File: src/oam_pkg.sv
// Constants and types for the operand addressing unit
package oam_pkg;

    // ****************************************************
    // Addressing modes, seventeen in all
    // ****************************************************
    typedef enum logic [4:0] {
        MODE_INH      = 5'h00,
        MODE_IMM      = 5'h01,
        MODE_DIR_S    = 5'h02,
        MODE_DIR_L    = 5'h03,
        MODE_IDX_0    = 5'h04,
        MODE_IDX_S    = 5'h05,
        MODE_IDX_L    = 5'h06,
        MODE_IND_S    = 5'h07,
        MODE_IND_L    = 5'h08,
        MODE_IIDX_S   = 5'h09,
        MODE_IIDX_L   = 5'h0a,
        MODE_REL_D    = 5'h0b,
        MODE_REL_I    = 5'h0c,
        MODE_BIT_D    = 5'h0d,
        MODE_BIT_I    = 5'h0e,
        MODE_BITREL_D = 5'h0f,
        MODE_BITREL_I = 5'h10
    } oam_mode_t;

    // ****************************************************
    // Sequencer states
    // ****************************************************
    typedef enum logic [1:0] {
        ST_IDLE  = 2'b00,
        ST_FETCH = 2'b01,
        ST_PTR   = 2'b10,
        ST_CALC  = 2'b11
    } oam_state_t;

    // ****************************************************
    // Prefix bytes, page zero and bit field
    // ****************************************************
    localparam logic [7:0] PFX_Y = 8'h90;
    localparam logic [7:0] PFX_IND_Y = 8'h91;
    localparam logic [7:0] PFX_IND = 8'h92;
    localparam logic [7:0] PAGE_ZERO_HI = 8'h00;
    localparam int BIT_POS_LSB = 1;
    localparam logic [15:0] EA_RESET = 16'h0000;
    localparam logic [7:0] BYTE_RESET = 8'h00;
    localparam logic [2:0] LEN_RESET = 3'h0;

endpackage
File: src/oam_addr_unit.sv
// Operand addressing mode decoder and operand address former
`timescale 1ns/1ps
// Notes on behaviour
// - Seventeen addressing modes across inherent, immediate, direct, indexed, indirect, relative, bit.
// - Short forms address page zero, except short indexed forms, which reach 1FE; long forms reach all 64 Kbytes.
// - Long forms take more cycles than matching short forms; long direct and long indexed forms also take more bytes.
// - Memory-to-memory read-modify-write accepts only short forms; long ones are refused.
// - Inherent instructions are one byte; no operand bytes fetched.
// - Immediate instructions are two bytes; second byte is the operand value.
// - Short direct fetches one address byte; operand within 00 to FF.
// - Long direct fetches a two-byte address word, anywhere in 64 Kbytes.
// - Indexed address is unsigned sum of index register and offset.
// - Indexed without offset adds no byte with X, one prefix byte with Y.
// - Relative adds signed 8-bit displacement to next-instruction program counter.
// - Short indexed fetches one offset byte; addresses reach 00 to 1FE.
// - Short indirect reads a one-byte pointer, giving a page-zero address.
// - Indirect indexed adds index register to the pointer read from memory.
module oam_addr_unit (
    input wire logic clock_i,
    input wire logic rst_b_i,
    input wire logic start_i,
    input wire logic [4:0] mode_i,
    input wire logic [7:0] prefix_i,
    input wire logic [7:0] opcode_i,
    input wire logic rmw_i,
    input wire logic [15:0] pc_i,
    input wire logic [7:0] x_i,
    input wire logic [7:0] y_i,
    output logic pm_rd_o,
    output logic [15:0] pm_addr_o,
    input wire logic pm_valid_i,
    input wire logic [7:0] pm_data_i,
    output logic dm_rd_o,
    output logic [15:0] dm_addr_o,
    input wire logic dm_valid_i,
    input wire logic [7:0] dm_data_i,
    output logic busy_o,
    output logic done_o,
    output logic refuse_o,
    output logic [15:0] ea_o,
    output logic [15:0] target_o,
    output logic [7:0] imm_o,
    output logic [2:0] len_o,
    output logic [2:0] bit_pos_o
);

    // ****************************************************
    // Decode helpers
    // ****************************************************
    function automatic logic [1:0] op_bytes(input logic [4:0] m);
        unique case (m)
            oam_pkg::MODE_INH, oam_pkg::MODE_IDX_0: op_bytes = 2'd0;
            oam_pkg::MODE_DIR_L, oam_pkg::MODE_IDX_L: op_bytes = 2'd2;
            oam_pkg::MODE_BITREL_D, oam_pkg::MODE_BITREL_I: op_bytes = 2'd2;
            default: op_bytes = 2'd1;
        endcase
    endfunction

    function automatic logic [1:0] ptr_bytes(input logic [4:0] m);
        unique case (m)
            oam_pkg::MODE_IND_L, oam_pkg::MODE_IIDX_L: ptr_bytes = 2'd2;
            oam_pkg::MODE_IND_S, oam_pkg::MODE_IIDX_S, oam_pkg::MODE_REL_I,
            oam_pkg::MODE_BIT_I, oam_pkg::MODE_BITREL_I: ptr_bytes = 2'd1;
            default: ptr_bytes = 2'd0;
        endcase
    endfunction

    function automatic logic [15:0] rel_add(input logic [15:0] pc, input logic [7:0] d);
        rel_add = pc + {{8{d[7]}}, d};
    endfunction

    // ****************************************************
    // Request decode
    // ****************************************************
    wire logic has_prefix;
    wire logic use_y_w;
    wire logic is_long;
    wire logic illegal_w;
    wire logic [1:0] ops_w;
    wire logic [1:0] ptrs_w;
    wire logic [2:0] len_w;

    assign has_prefix = (prefix_i == oam_pkg::PFX_Y) || (prefix_i == oam_pkg::PFX_IND_Y)
                        || (prefix_i == oam_pkg::PFX_IND);
    assign use_y_w = (prefix_i == oam_pkg::PFX_Y) || (prefix_i == oam_pkg::PFX_IND_Y);
    assign is_long = (mode_i == oam_pkg::MODE_DIR_L) || (mode_i == oam_pkg::MODE_IDX_L)
                     || (mode_i == oam_pkg::MODE_IND_L) || (mode_i == oam_pkg::MODE_IIDX_L);
    assign illegal_w = (rmw_i && is_long) || (mode_i > oam_pkg::MODE_BITREL_I);
    assign ops_w = op_bytes(mode_i);
    assign ptrs_w = ptr_bytes(mode_i);
    assign len_w = 3'd1 + {2'b00, has_prefix} + {1'b0, ops_w};

    // ****************************************************
    // State and captured bytes
    // ****************************************************
    oam_pkg::oam_state_t state_reg, state_next;
    logic [4:0] mode_reg;
    logic [7:0] idx_reg;
    logic [15:0] pc_reg;
    logic [1:0] ops_reg, ptrs_reg, cnt_reg;
    logic [7:0] b0_reg, b1_reg, p0_reg, p1_reg;
    logic pm_rd_reg, dm_rd_reg, done_reg, refuse_reg;
    logic [15:0] pm_addr_reg, dm_addr_reg, ea_reg, target_reg;
    logic [7:0] imm_reg;
    logic [2:0] len_reg, bit_pos_reg;

    wire logic fetch_last;
    wire logic ptr_last;
    wire logic [15:0] pc_after;
    wire logic [7:0] ptr_addr;

    assign fetch_last = pm_rd_reg && pm_valid_i && (cnt_reg == ops_reg - 2'd1);
    assign ptr_last = dm_rd_reg && dm_valid_i && (cnt_reg == ptrs_reg - 2'd1);
    assign pc_after = pc_reg + {14'h0000, ops_reg};
    assign ptr_addr = (state_reg == oam_pkg::ST_FETCH && fetch_last && cnt_reg == 2'd0)
                      ? pm_data_i : b0_reg;

    always_comb
    begin
        state_next = state_reg;
        unique case (state_reg)
            oam_pkg::ST_IDLE:
                if (start_i && !illegal_w)
                    state_next = (ops_w != 2'd0) ? oam_pkg::ST_FETCH : oam_pkg::ST_CALC;
            oam_pkg::ST_FETCH:
                if (fetch_last)
                    state_next = (ptrs_reg != 2'd0) ? oam_pkg::ST_PTR : oam_pkg::ST_CALC;
            oam_pkg::ST_PTR:
                if (ptr_last)
                    state_next = oam_pkg::ST_CALC;
            oam_pkg::ST_CALC:
                state_next = oam_pkg::ST_IDLE;
        endcase
    end

    // ****************************************************
    // Effective address forming
    // ****************************************************
    logic [15:0] ea_w, target_w;
    always_comb
    begin
        target_w = pc_after;
        unique case (mode_reg)
            oam_pkg::MODE_DIR_S, oam_pkg::MODE_BIT_D: ea_w = {oam_pkg::PAGE_ZERO_HI, b0_reg};
            oam_pkg::MODE_DIR_L: ea_w = {b0_reg, b1_reg};
            oam_pkg::MODE_IDX_0: ea_w = {oam_pkg::PAGE_ZERO_HI, idx_reg};
            oam_pkg::MODE_IDX_S: ea_w = {7'h00, {1'b0, b0_reg} + {1'b0, idx_reg}};
            oam_pkg::MODE_IDX_L: ea_w = {b0_reg, b1_reg} + {8'h00, idx_reg};
            oam_pkg::MODE_IND_S, oam_pkg::MODE_BIT_I: ea_w = {oam_pkg::PAGE_ZERO_HI, p0_reg};
            oam_pkg::MODE_IND_L: ea_w = {p0_reg, p1_reg};
            oam_pkg::MODE_IIDX_S: ea_w = {7'h00, {1'b0, p0_reg} + {1'b0, idx_reg}};
            oam_pkg::MODE_IIDX_L: ea_w = {p0_reg, p1_reg} + {8'h00, idx_reg};
            oam_pkg::MODE_REL_D:
            begin
                ea_w = rel_add(pc_after, b0_reg);
                target_w = ea_w;
            end
            oam_pkg::MODE_REL_I:
            begin
                ea_w = rel_add(pc_after, p0_reg);
                target_w = ea_w;
            end
            oam_pkg::MODE_BITREL_D:
            begin
                ea_w = {oam_pkg::PAGE_ZERO_HI, b0_reg};
                target_w = rel_add(pc_after, b1_reg);
            end
            oam_pkg::MODE_BITREL_I:
            begin
                ea_w = {oam_pkg::PAGE_ZERO_HI, p0_reg};
                target_w = rel_add(pc_after, b1_reg);
            end
            default: ea_w = oam_pkg::EA_RESET;
        endcase
    end

    // ****************************************************
    // Registers
    // ****************************************************
    always_ff @(posedge clock_i or negedge rst_b_i)
    begin
        if (!rst_b_i)
        begin
            state_reg <= oam_pkg::ST_IDLE;
            mode_reg <= 5'h00;
            idx_reg <= oam_pkg::BYTE_RESET;
            pc_reg <= oam_pkg::EA_RESET;
            ops_reg <= 2'd0;
            ptrs_reg <= 2'd0;
            len_reg <= oam_pkg::LEN_RESET;
            bit_pos_reg <= 3'd0;
        end
        else
        begin
            state_reg <= state_next;
            if (state_reg == oam_pkg::ST_IDLE && start_i && !illegal_w)
            begin
                mode_reg <= mode_i;
                idx_reg <= use_y_w ? y_i : x_i;
                pc_reg <= pc_i;
                ops_reg <= ops_w;
                ptrs_reg <= ptrs_w;
                len_reg <= len_w;
                bit_pos_reg <= opcode_i[oam_pkg::BIT_POS_LSB +: 3];
            end
        end
    end

    always_ff @(posedge clock_i or negedge rst_b_i)
    begin
        if (!rst_b_i)
        begin
            cnt_reg <= 2'd0;
            b0_reg <= oam_pkg::BYTE_RESET;
            b1_reg <= oam_pkg::BYTE_RESET;
            p0_reg <= oam_pkg::BYTE_RESET;
            p1_reg <= oam_pkg::BYTE_RESET;
        end
        else
        begin
            if (state_next != state_reg)
                cnt_reg <= 2'd0;
            else if ((pm_rd_reg && pm_valid_i) || (dm_rd_reg && dm_valid_i))
                cnt_reg <= cnt_reg + 2'd1;
            if (pm_rd_reg && pm_valid_i && cnt_reg == 2'd0)
                b0_reg <= pm_data_i;
            if (pm_rd_reg && pm_valid_i && cnt_reg == 2'd1)
                b1_reg <= pm_data_i;
            if (dm_rd_reg && dm_valid_i && cnt_reg == 2'd0)
                p0_reg <= dm_data_i;
            if (dm_rd_reg && dm_valid_i && cnt_reg == 2'd1)
                p1_reg <= dm_data_i;
        end
    end

    always_ff @(posedge clock_i or negedge rst_b_i)
    begin
        if (!rst_b_i)
        begin
            pm_rd_reg <= 1'b0;
            pm_addr_reg <= oam_pkg::EA_RESET;
            dm_rd_reg <= 1'b0;
            dm_addr_reg <= oam_pkg::EA_RESET;
        end
        else
        begin
            pm_rd_reg <= (state_next == oam_pkg::ST_FETCH) && !fetch_last;
            if (state_reg == oam_pkg::ST_IDLE)
                pm_addr_reg <= pc_i;
            else if (pm_rd_reg && pm_valid_i)
                pm_addr_reg <= pm_addr_reg + 16'h0001;
            dm_rd_reg <= (state_next == oam_pkg::ST_PTR) && !ptr_last;
            if (state_reg == oam_pkg::ST_FETCH)
                dm_addr_reg <= {oam_pkg::PAGE_ZERO_HI, ptr_addr};
            else if (dm_rd_reg && dm_valid_i)
                dm_addr_reg <= dm_addr_reg + 16'h0001;
        end
    end

    always_ff @(posedge clock_i or negedge rst_b_i)
    begin
        if (!rst_b_i)
        begin
            done_reg <= 1'b0;
            refuse_reg <= 1'b0;
            ea_reg <= oam_pkg::EA_RESET;
            target_reg <= oam_pkg::EA_RESET;
            imm_reg <= oam_pkg::BYTE_RESET;
        end
        else
        begin
            done_reg <= (state_reg == oam_pkg::ST_CALC);
            refuse_reg <= (state_reg == oam_pkg::ST_IDLE) && start_i && illegal_w;
            if (state_reg == oam_pkg::ST_CALC)
            begin
                ea_reg <= ea_w;
                target_reg <= target_w;
                imm_reg <= b0_reg;
            end
        end
    end

    assign pm_rd_o = pm_rd_reg;
    assign pm_addr_o = pm_addr_reg;
    assign dm_rd_o = dm_rd_reg;
    assign dm_addr_o = dm_addr_reg;
    assign busy_o = (state_reg != oam_pkg::ST_IDLE);
    assign done_o = done_reg;
    assign refuse_o = refuse_reg;
    assign ea_o = ea_reg;
    assign target_o = target_reg;
    assign imm_o = imm_reg;
    assign len_o = len_reg;
    assign bit_pos_o = bit_pos_reg;
endmodule

File: config.mk
export PLATFORM = sky130hd
export DESIGN_NAME = oam_addr_unit
export DESIGN_NICKNAME = d
export VERILOG_FILES = /design/src/oam_pkg.sv /design/src/oam_addr_unit.sv
export SDC_FILE = /design/constraint.sdc
export NUM_CORES = 1
export LEC_CHECK = 0
export BUFFER_PORTS_ARGS = -buffer_cell sky130_fd_sc_hd__buf_4
export CORE_AREA = 2 2 170 172
export CTS_CLUSTER_DIAMETER = 200
export DETAILED_ROUTE_END_ITERATION = 16
export DIE_AREA = 0 0 172 174
export PLACE_DENSITY = 0.56
export SLEW_MARGIN = 0
export SYNTH_ARGS = -nofsm -noshare
export SYNTH_HDL_FRONTEND = slang
export SYNTH_SLANG_ARGS = --single-unit
File: constraint.sdc
create_clock -name clock_i -period 8.1 [get_ports clock_i]
set_clock_uncertainty 0.1 [all_clocks]
set_input_delay 1.62 -clock clock_i [delete_from_list [all_inputs] [get_ports clock_i]]
set_output_delay 1.62 -clock clock_i [all_outputs]
set_load 0.1 [all_outputs]
After elaboration in Yosys (flattened, before gate mapping)

Cells that the tools add are included.
Widths: inputs -> output; s select.

Flip-flop bits (word level): 151
Bits of input ports: 75
Output and inout bits: 83
Logic and storage cells: 137

Add/subtract/negate cells: 15
Order comparisons: 1
Equality and inequality tests: 38
Muxes and demuxes: 18
Reductions and logical operators: 43

Operators with widths:

| kind                  | count |
|---|---|
| $pmux 16 s11          | 1 |
| $eq 5x4->1 const B    | 14 |
| $mux 16               | 4 |
| $add 16x16->16        | 3 |
| $pmux 16 s3           | 1 |
| $eq 5x3->1 const B    | 7 |
| $add 16x1->16 const B | 2 |
| $add 16x8->16         | 2 |
| $eq 8x8->1 const B    | 3 |
| $add 8x8->9           | 2 |
| $logic_and 1x1->1     | 17 |
| $add 16x2->16         | 1 |
| $mux 8                | 2 |
| $eq 5x2->1 const B    | 3 |
| $mux 2                | 6 |
| $reduce_bool 2->1     | 6 |
| $eq 5x5->1 const B    | 2 |
| $pmux 2 s2            | 2 |
| $pmux 2 s4            | 1 |
| $logic_or 1x1->1      | 7 |
| $eq 2x1->1 const B    | 3 |
| $eq 2x2->1 const B    | 3 |
| $reduce_or 2->1       | 3 |
| $reduce_or 3->1       | 2 |
| 13 further kinds      | 18 |

Depth between registers and ports, before layout

Depth in word-level cells: 12
Gate-level depth with buffers: 18
Depth with buffers taken out: 15

Least setup slack after synthesis

No wires, ideal clock.

Kind: register to register
Start: register mode_reg[4]
End: register ea_reg[11], in the netlist ea_o[11]
Setup time: 0.120 ns
Arrival time: 3.372 ns
Required time: 7.880 ns
Path slack: 4.508 ns
Stages on the path, launching flop included: 17
Buffers on the path: 3
Period minus slack after synthesis: 3.592 ns
Cells stage by stage: dfrtp_1 > buf_6 > or3b_1 > buf_6 > nor2_8 > buf_1 > nor2_1 > a21o_1 > ha_1 > a211oi_1 > o21ai_0 > and2_1 > o211a_1 > xnor2_1 > a222oi_1 > a21oi_1 > a21o_1

Cells in the longest elaborated chain, start to end: 3
Elaborated cells on any way between the ends: 18
Classes of those cells: eq/ne: 15; mux: 1; reduce/logical: 2

RTL lines:

| what                               | RTL line             | RTL |
|---|---|---|
| start: declaration                 | oam_addr_unit.sv:97  | `logic [4:0] mode_reg;` |
| start signal: assignment           | oam_addr_unit.sv:198 | `mode_reg <= mode_i;` |
| $eq 5x5->1 (tied with other cells) | oam_addr_unit.sv:143 | `unique case (mode_reg)` |
| $reduce_or 3->1 (no line)          | --                   |  |
| $pmux 16 s11 (*)                   | oam_addr_unit.sv:143 |  |
| end signal: assignment             | oam_addr_unit.sv:266 | `ea_reg <= oam_pkg::EA_RESET;` |
| end signal: assignment             | oam_addr_unit.sv:276 | `ea_reg <= ea_w;` |
| end: declaration                   | oam_addr_unit.sv:103 | `logic [15:0] pm_addr_reg, dm_addr_reg, ea_reg, target_reg;` |

Mark *: on every way between the ends. The rest lies on a longest branch, timed or not.
A chain may end at the register's enable or synchronous reset.

Worst setup path after layout

Start: register ops_reg[1]
End: register ea_reg[14], in the netlist ea_o[14]

Cells in the longest elaborated chain, start to end: 3
Elaborated cells on any way between the ends: 4
Classes of those cells: add/sub: 3; mux: 1

RTL lines:

| what                     | RTL line             | RTL |
|---|---|---|
| start: declaration       | oam_addr_unit.sv:100 | `logic [1:0] ops_reg, ptrs_reg, cnt_reg;` |
| start signal: assignment | oam_addr_unit.sv:201 | `ops_reg <= ops_w;` |
| $add 16x2->16 (*)        | oam_addr_unit.sv:114 | `assign pc_after = pc_reg + {14'h0000, ops_reg};` |
| $add 16x16->16           | oam_addr_unit.sv:69  | `rel_add = pc + {{8{d[7]}}, d};` |
| $pmux 16 s11 (*)         | oam_addr_unit.sv:143 |  |

Marks and branches as above.

==> flow_results.org <==
** CTS
- After clock tree synthesis, the repair step resized 0 gates.
- TritonCTS clock tree :: yes
- Number of sinks driven by the clock tree :: 151
- Clock-pin slew was measured on the worst setup and hold paths at 0.08 ns.
- The number of setup buffers added after CTS is 0.
- CTS placed an instance of clkbuf_16 at the clock tree root.
- Number of CTS-inserted buffers :: 17
- Number of levels in the clock H-tree :: 4
- Counting along the longest clock path gives a buffer depth of 2.
- Clock latency reported for the late side of the worst-skew pair :: around 0.44 ns
- # hold bufs at CTS :: 0

** Yosys
- After synthesis, the share of flip-flops with an asynchronous set or reset is 100%.
- Number of flops mapped to enable cells by yosys :: 0
- Area share of the largest cell type after synthesis :: 34.3%
- Yosys warning count :: 0
- Top cells by count, synth :: 162 x nand2_1, 151 x dfrtp_1, 94 x nor2_1
- A synthesized cell averages between 9 and 10 µm².
- Most instantiated library cell after synthesis :: nand2_1
- Post-synthesis instance total :: 1223
- Summed over all instances, the cell type with the most area after synthesis is dfrtp_1.
- Sequential element share of the synthesized area :: roughly 34%
- Count of cell types in the netlist :: 79
- Among all flip-flop cells after synthesis, the most frequent one is dfrtp_1.
- Synthesis inferred between 150 and 200 register bits.
- After synthesis the cells add up to approximately 11000 µm².
- Area contributors post-synth :: dfrtp_1 34%, ha_1 8.4%, mux2_2 6.7%, nand2_1 5.5%, xnor2_1 4.0%
- The number of nets handed over by synthesis was roughly 1400.

** Worst setup path
- Endpoint type of the worst setup path :: flop
- By startpoint and endpoint, the worst setup path is classified as flop to flop.
- The critical path goes through ha_1 -> a21o_1 -> nand3_2 -> nor2_1 -> xor2_1 -> ha_1 -> nand3_1 -> a2111oi_1 -> nor3_1 -> nor3b_1 -> o21ai_0 -> a211oi_1 -> o21ai_1.
- Most used cell, CP :: ha_1
- In this run the worst path has a maximum fanout of 6.
- The slowest stage of the critical path belongs to the cell a2111oi_1.
- Critical path launch point type :: flop
- Data on the critical path arrives at its endpoint at 4.70 ns.
- The largest single stage delay on the critical path is roughly 0.70 ns.
- WP data required :: between 8 and 9 ns

** Route
- Antenna Violating Nets Remaining :: 0
- Initial detailed-routing violation count :: approximately 810
- In the routed layout, each cell is associated on average with a via count of roughly 5.6.
- Dividing the detail-routed wire length by the instance count gives 19.5 µm.
- In the routed design, unresolved DRC markers number 0.
- The detailed router placed roughly 9800 vias in this run.
- Routed wire length :: around 34000 µm
- Number of detailed-route iterations in the first pass :: 7

** STA
- Final slew viol count :: 0
- Max Clk Rate :: 222 MHz
- Portion of the clock cycle consumed by the worst path in the final layout :: 55.6%
- The worst path needs 4.51 ns of the cycle, external delays included.
- For the pin with the worst max-slew slack, the measured transition is around 1.1 ns.
- Setup violations remaining at the end of the flow were counted as 0.
- Measured against its own limit, the worst slew margin works out to 23.3%.
- Hold is met by between 0.3 and 0.4 ns.
- Final hold violation count :: 0
- Worst-case setup margin in the final layout :: about 3.6 ns
- Setup repair after global routing left no endpoint under its margin.
- Post-Route Setup TNS :: 0 ns

** Final layout
- Area overhead of the layout relative to synthesis :: 18.8%
- Counting the fill cells in the layout gives approximately 2800.
- Number of diodes :: 0
- Post-route cell area :: between 10000 and 15000 µm²
- NumNets Final :: 1516
- Share of layout cells above drive strength 1 :: a little over a fifth

** Global routing
- Total track usage :: 23.4%
- The first global-routing pass estimated between 50000 and 60000 µm of wire.
- Largest net degree at the start of global routing :: 94
- Number of antenna violations at the first check in global routing :: 0
- Number of global-route vias before repair :: between 9000 and 10000
- Total gr overflow :: 0

** Status
- The flow ran to the end, and the final reports show no timing, DRC or antenna violations.

** Flow run
- Max-Cap Viols :: 0

** Placed design
- Summed over all nets, the half-perimeter wirelength after detailed placement is ~26000 µm.
- Area after DPL :: approximately 13000 µm²
- During placement, the flow inserted port buffers numbering about 150.
- Placer's final routability congestion estimate :: 0.918
- Worst setup slack before clock tree synthesis :: between 3 and 4 ns

** Floorplan
- Row cnt :: 62
- Measured along the x axis, the die boundary spans between 150 and 200 µm.
- Top-level I/O count :: 158
- Effective utilization at floorplan :: between 30% and 40%
- Die Ht :: 174 µm
- Area of the placeable core :: approximately 28000 µm²
- Die outline area :: approximately 30000 µm²

** Worst hold path
- Hold crit path type :: flop to flop
## final cells by class
| type | instances | area [µm²] | share of cell area, % |
|---|---|---|---|
| Multi-Input combinational cell | 998 | 6920 | 52.9 |
| Sequential cell | 151 | 3780 | 28.8 |
| Timing Repair Buffer | 163 | 1230 | 9.37 |
| Tap cell | 384 | 480 | 3.67 |
| Clock buffer | 17 | 425 | 3.25 |
| Clock inverter | 15 | 150 | 1.15 |
| Inverter | 30 | 113 | 0.860 |
## stage by stage
step / std cells / util (%)
after detailed placement: 1726 / 44.4
after CTS: 1758 / 46.4
after global routing: 1758 / 46.4
final: 1758 / 46.4
after global placement: 1726 / 44.4
after floorplan: 1223 / -
## per-layer routing
layer	GRT usage (%)	wire length, µm	up-vias
met5	0	0	-
met4	9.03	1200	0
met3	3.92	1880	58
met2	34.9	14900	311
met1	33.7	16200	4666
li1	-	-	4748
## path summary, 6_finish.rpt
check / from / to / slack [ns] / cells past startpoint
worst max-delay path: ops_reg[1] / ea_o[14] / 3.59 / 13
worst min-delay path: imm_o[7] / imm_o[7] / 0.38 / 2
worst max register to register: ops_reg[1] / ea_o[14] / 3.59 / 13
worst min register to register: imm_o[7] / imm_o[7] / 0.38 / 2
max in group asynchronous: rst_b_i / imm_o[1] / 5.42 / 2
min in group asynchronous: rst_b_i / idx_reg[3] / 1.17 / 1
## critical path: cells and delay by family (launching register included)
kind | cells | cell delay (ns)
AO/OA/AOI/OAI | 5 | 1.66
AND/OR/NAND/NOR | 5 | 0.89
XOR/XNOR | 1 | 0.68
adder cells (fa/ha/maj) | 2 | 0.62
flip-flops | 1 | 0.43
## placed cells by master (no fill, tap or decap), types with 11 or more instances in the layout
| master | Yosys | layout |
|---|---|---|
| o21ai_0 | 80 | 80 |
| nand4_1 | 16 | 16 |
| clkbuf_16 | 0 | 17 |
| nand3_1 | 44 | 43 |
| buf_4 | 2 | 162 |
| inv_1 | 30 | 30 |
| nor2_1 | 94 | 93 |
| nand2b_1 | 12 | 12 |
| nor3_1 | 18 | 17 |
| nand2_1 | 162 | 161 |
| mux2i_1 | 18 | 18 |
| a22oi_1 | 18 | 18 |
| a21o_1 | 22 | 22 |
| dfrtp_1 | 151 | 151 |
| and3_1 | 11 | 11 |
| xor2_1 | 46 | 46 |
| nor2b_1 | 11 | 11 |
| xnor2_1 | 50 | 50 |
| a31oi_1 | 12 | 12 |
| a21oi_1 | 62 | 62 |
| a222oi_1 | 12 | 12 |
| mux2_2 | 66 | 66 |
| ha_1 | 74 | 74 |
| a211oi_1 | 14 | 14 |
## cell families after synthesis
kind of cell | count (synthesis) | synth area share (%)
adder cells (fa/ha/maj) | 80 | 9.49
buffers and inverters | 74 | 3.06
flip-flops | 151 | 34.3
AO/OA/AOI/OAI | 321 | 19.2
AND/OR/NAND/NOR | 417 | 17.9
XOR/XNOR | 96 | 7.63
multiplexers | 84 | 8.37
Power is left out: the tool's default activity adds up to more than one toggle a clock period on the data nets, which glitch-free logic cannot reach.
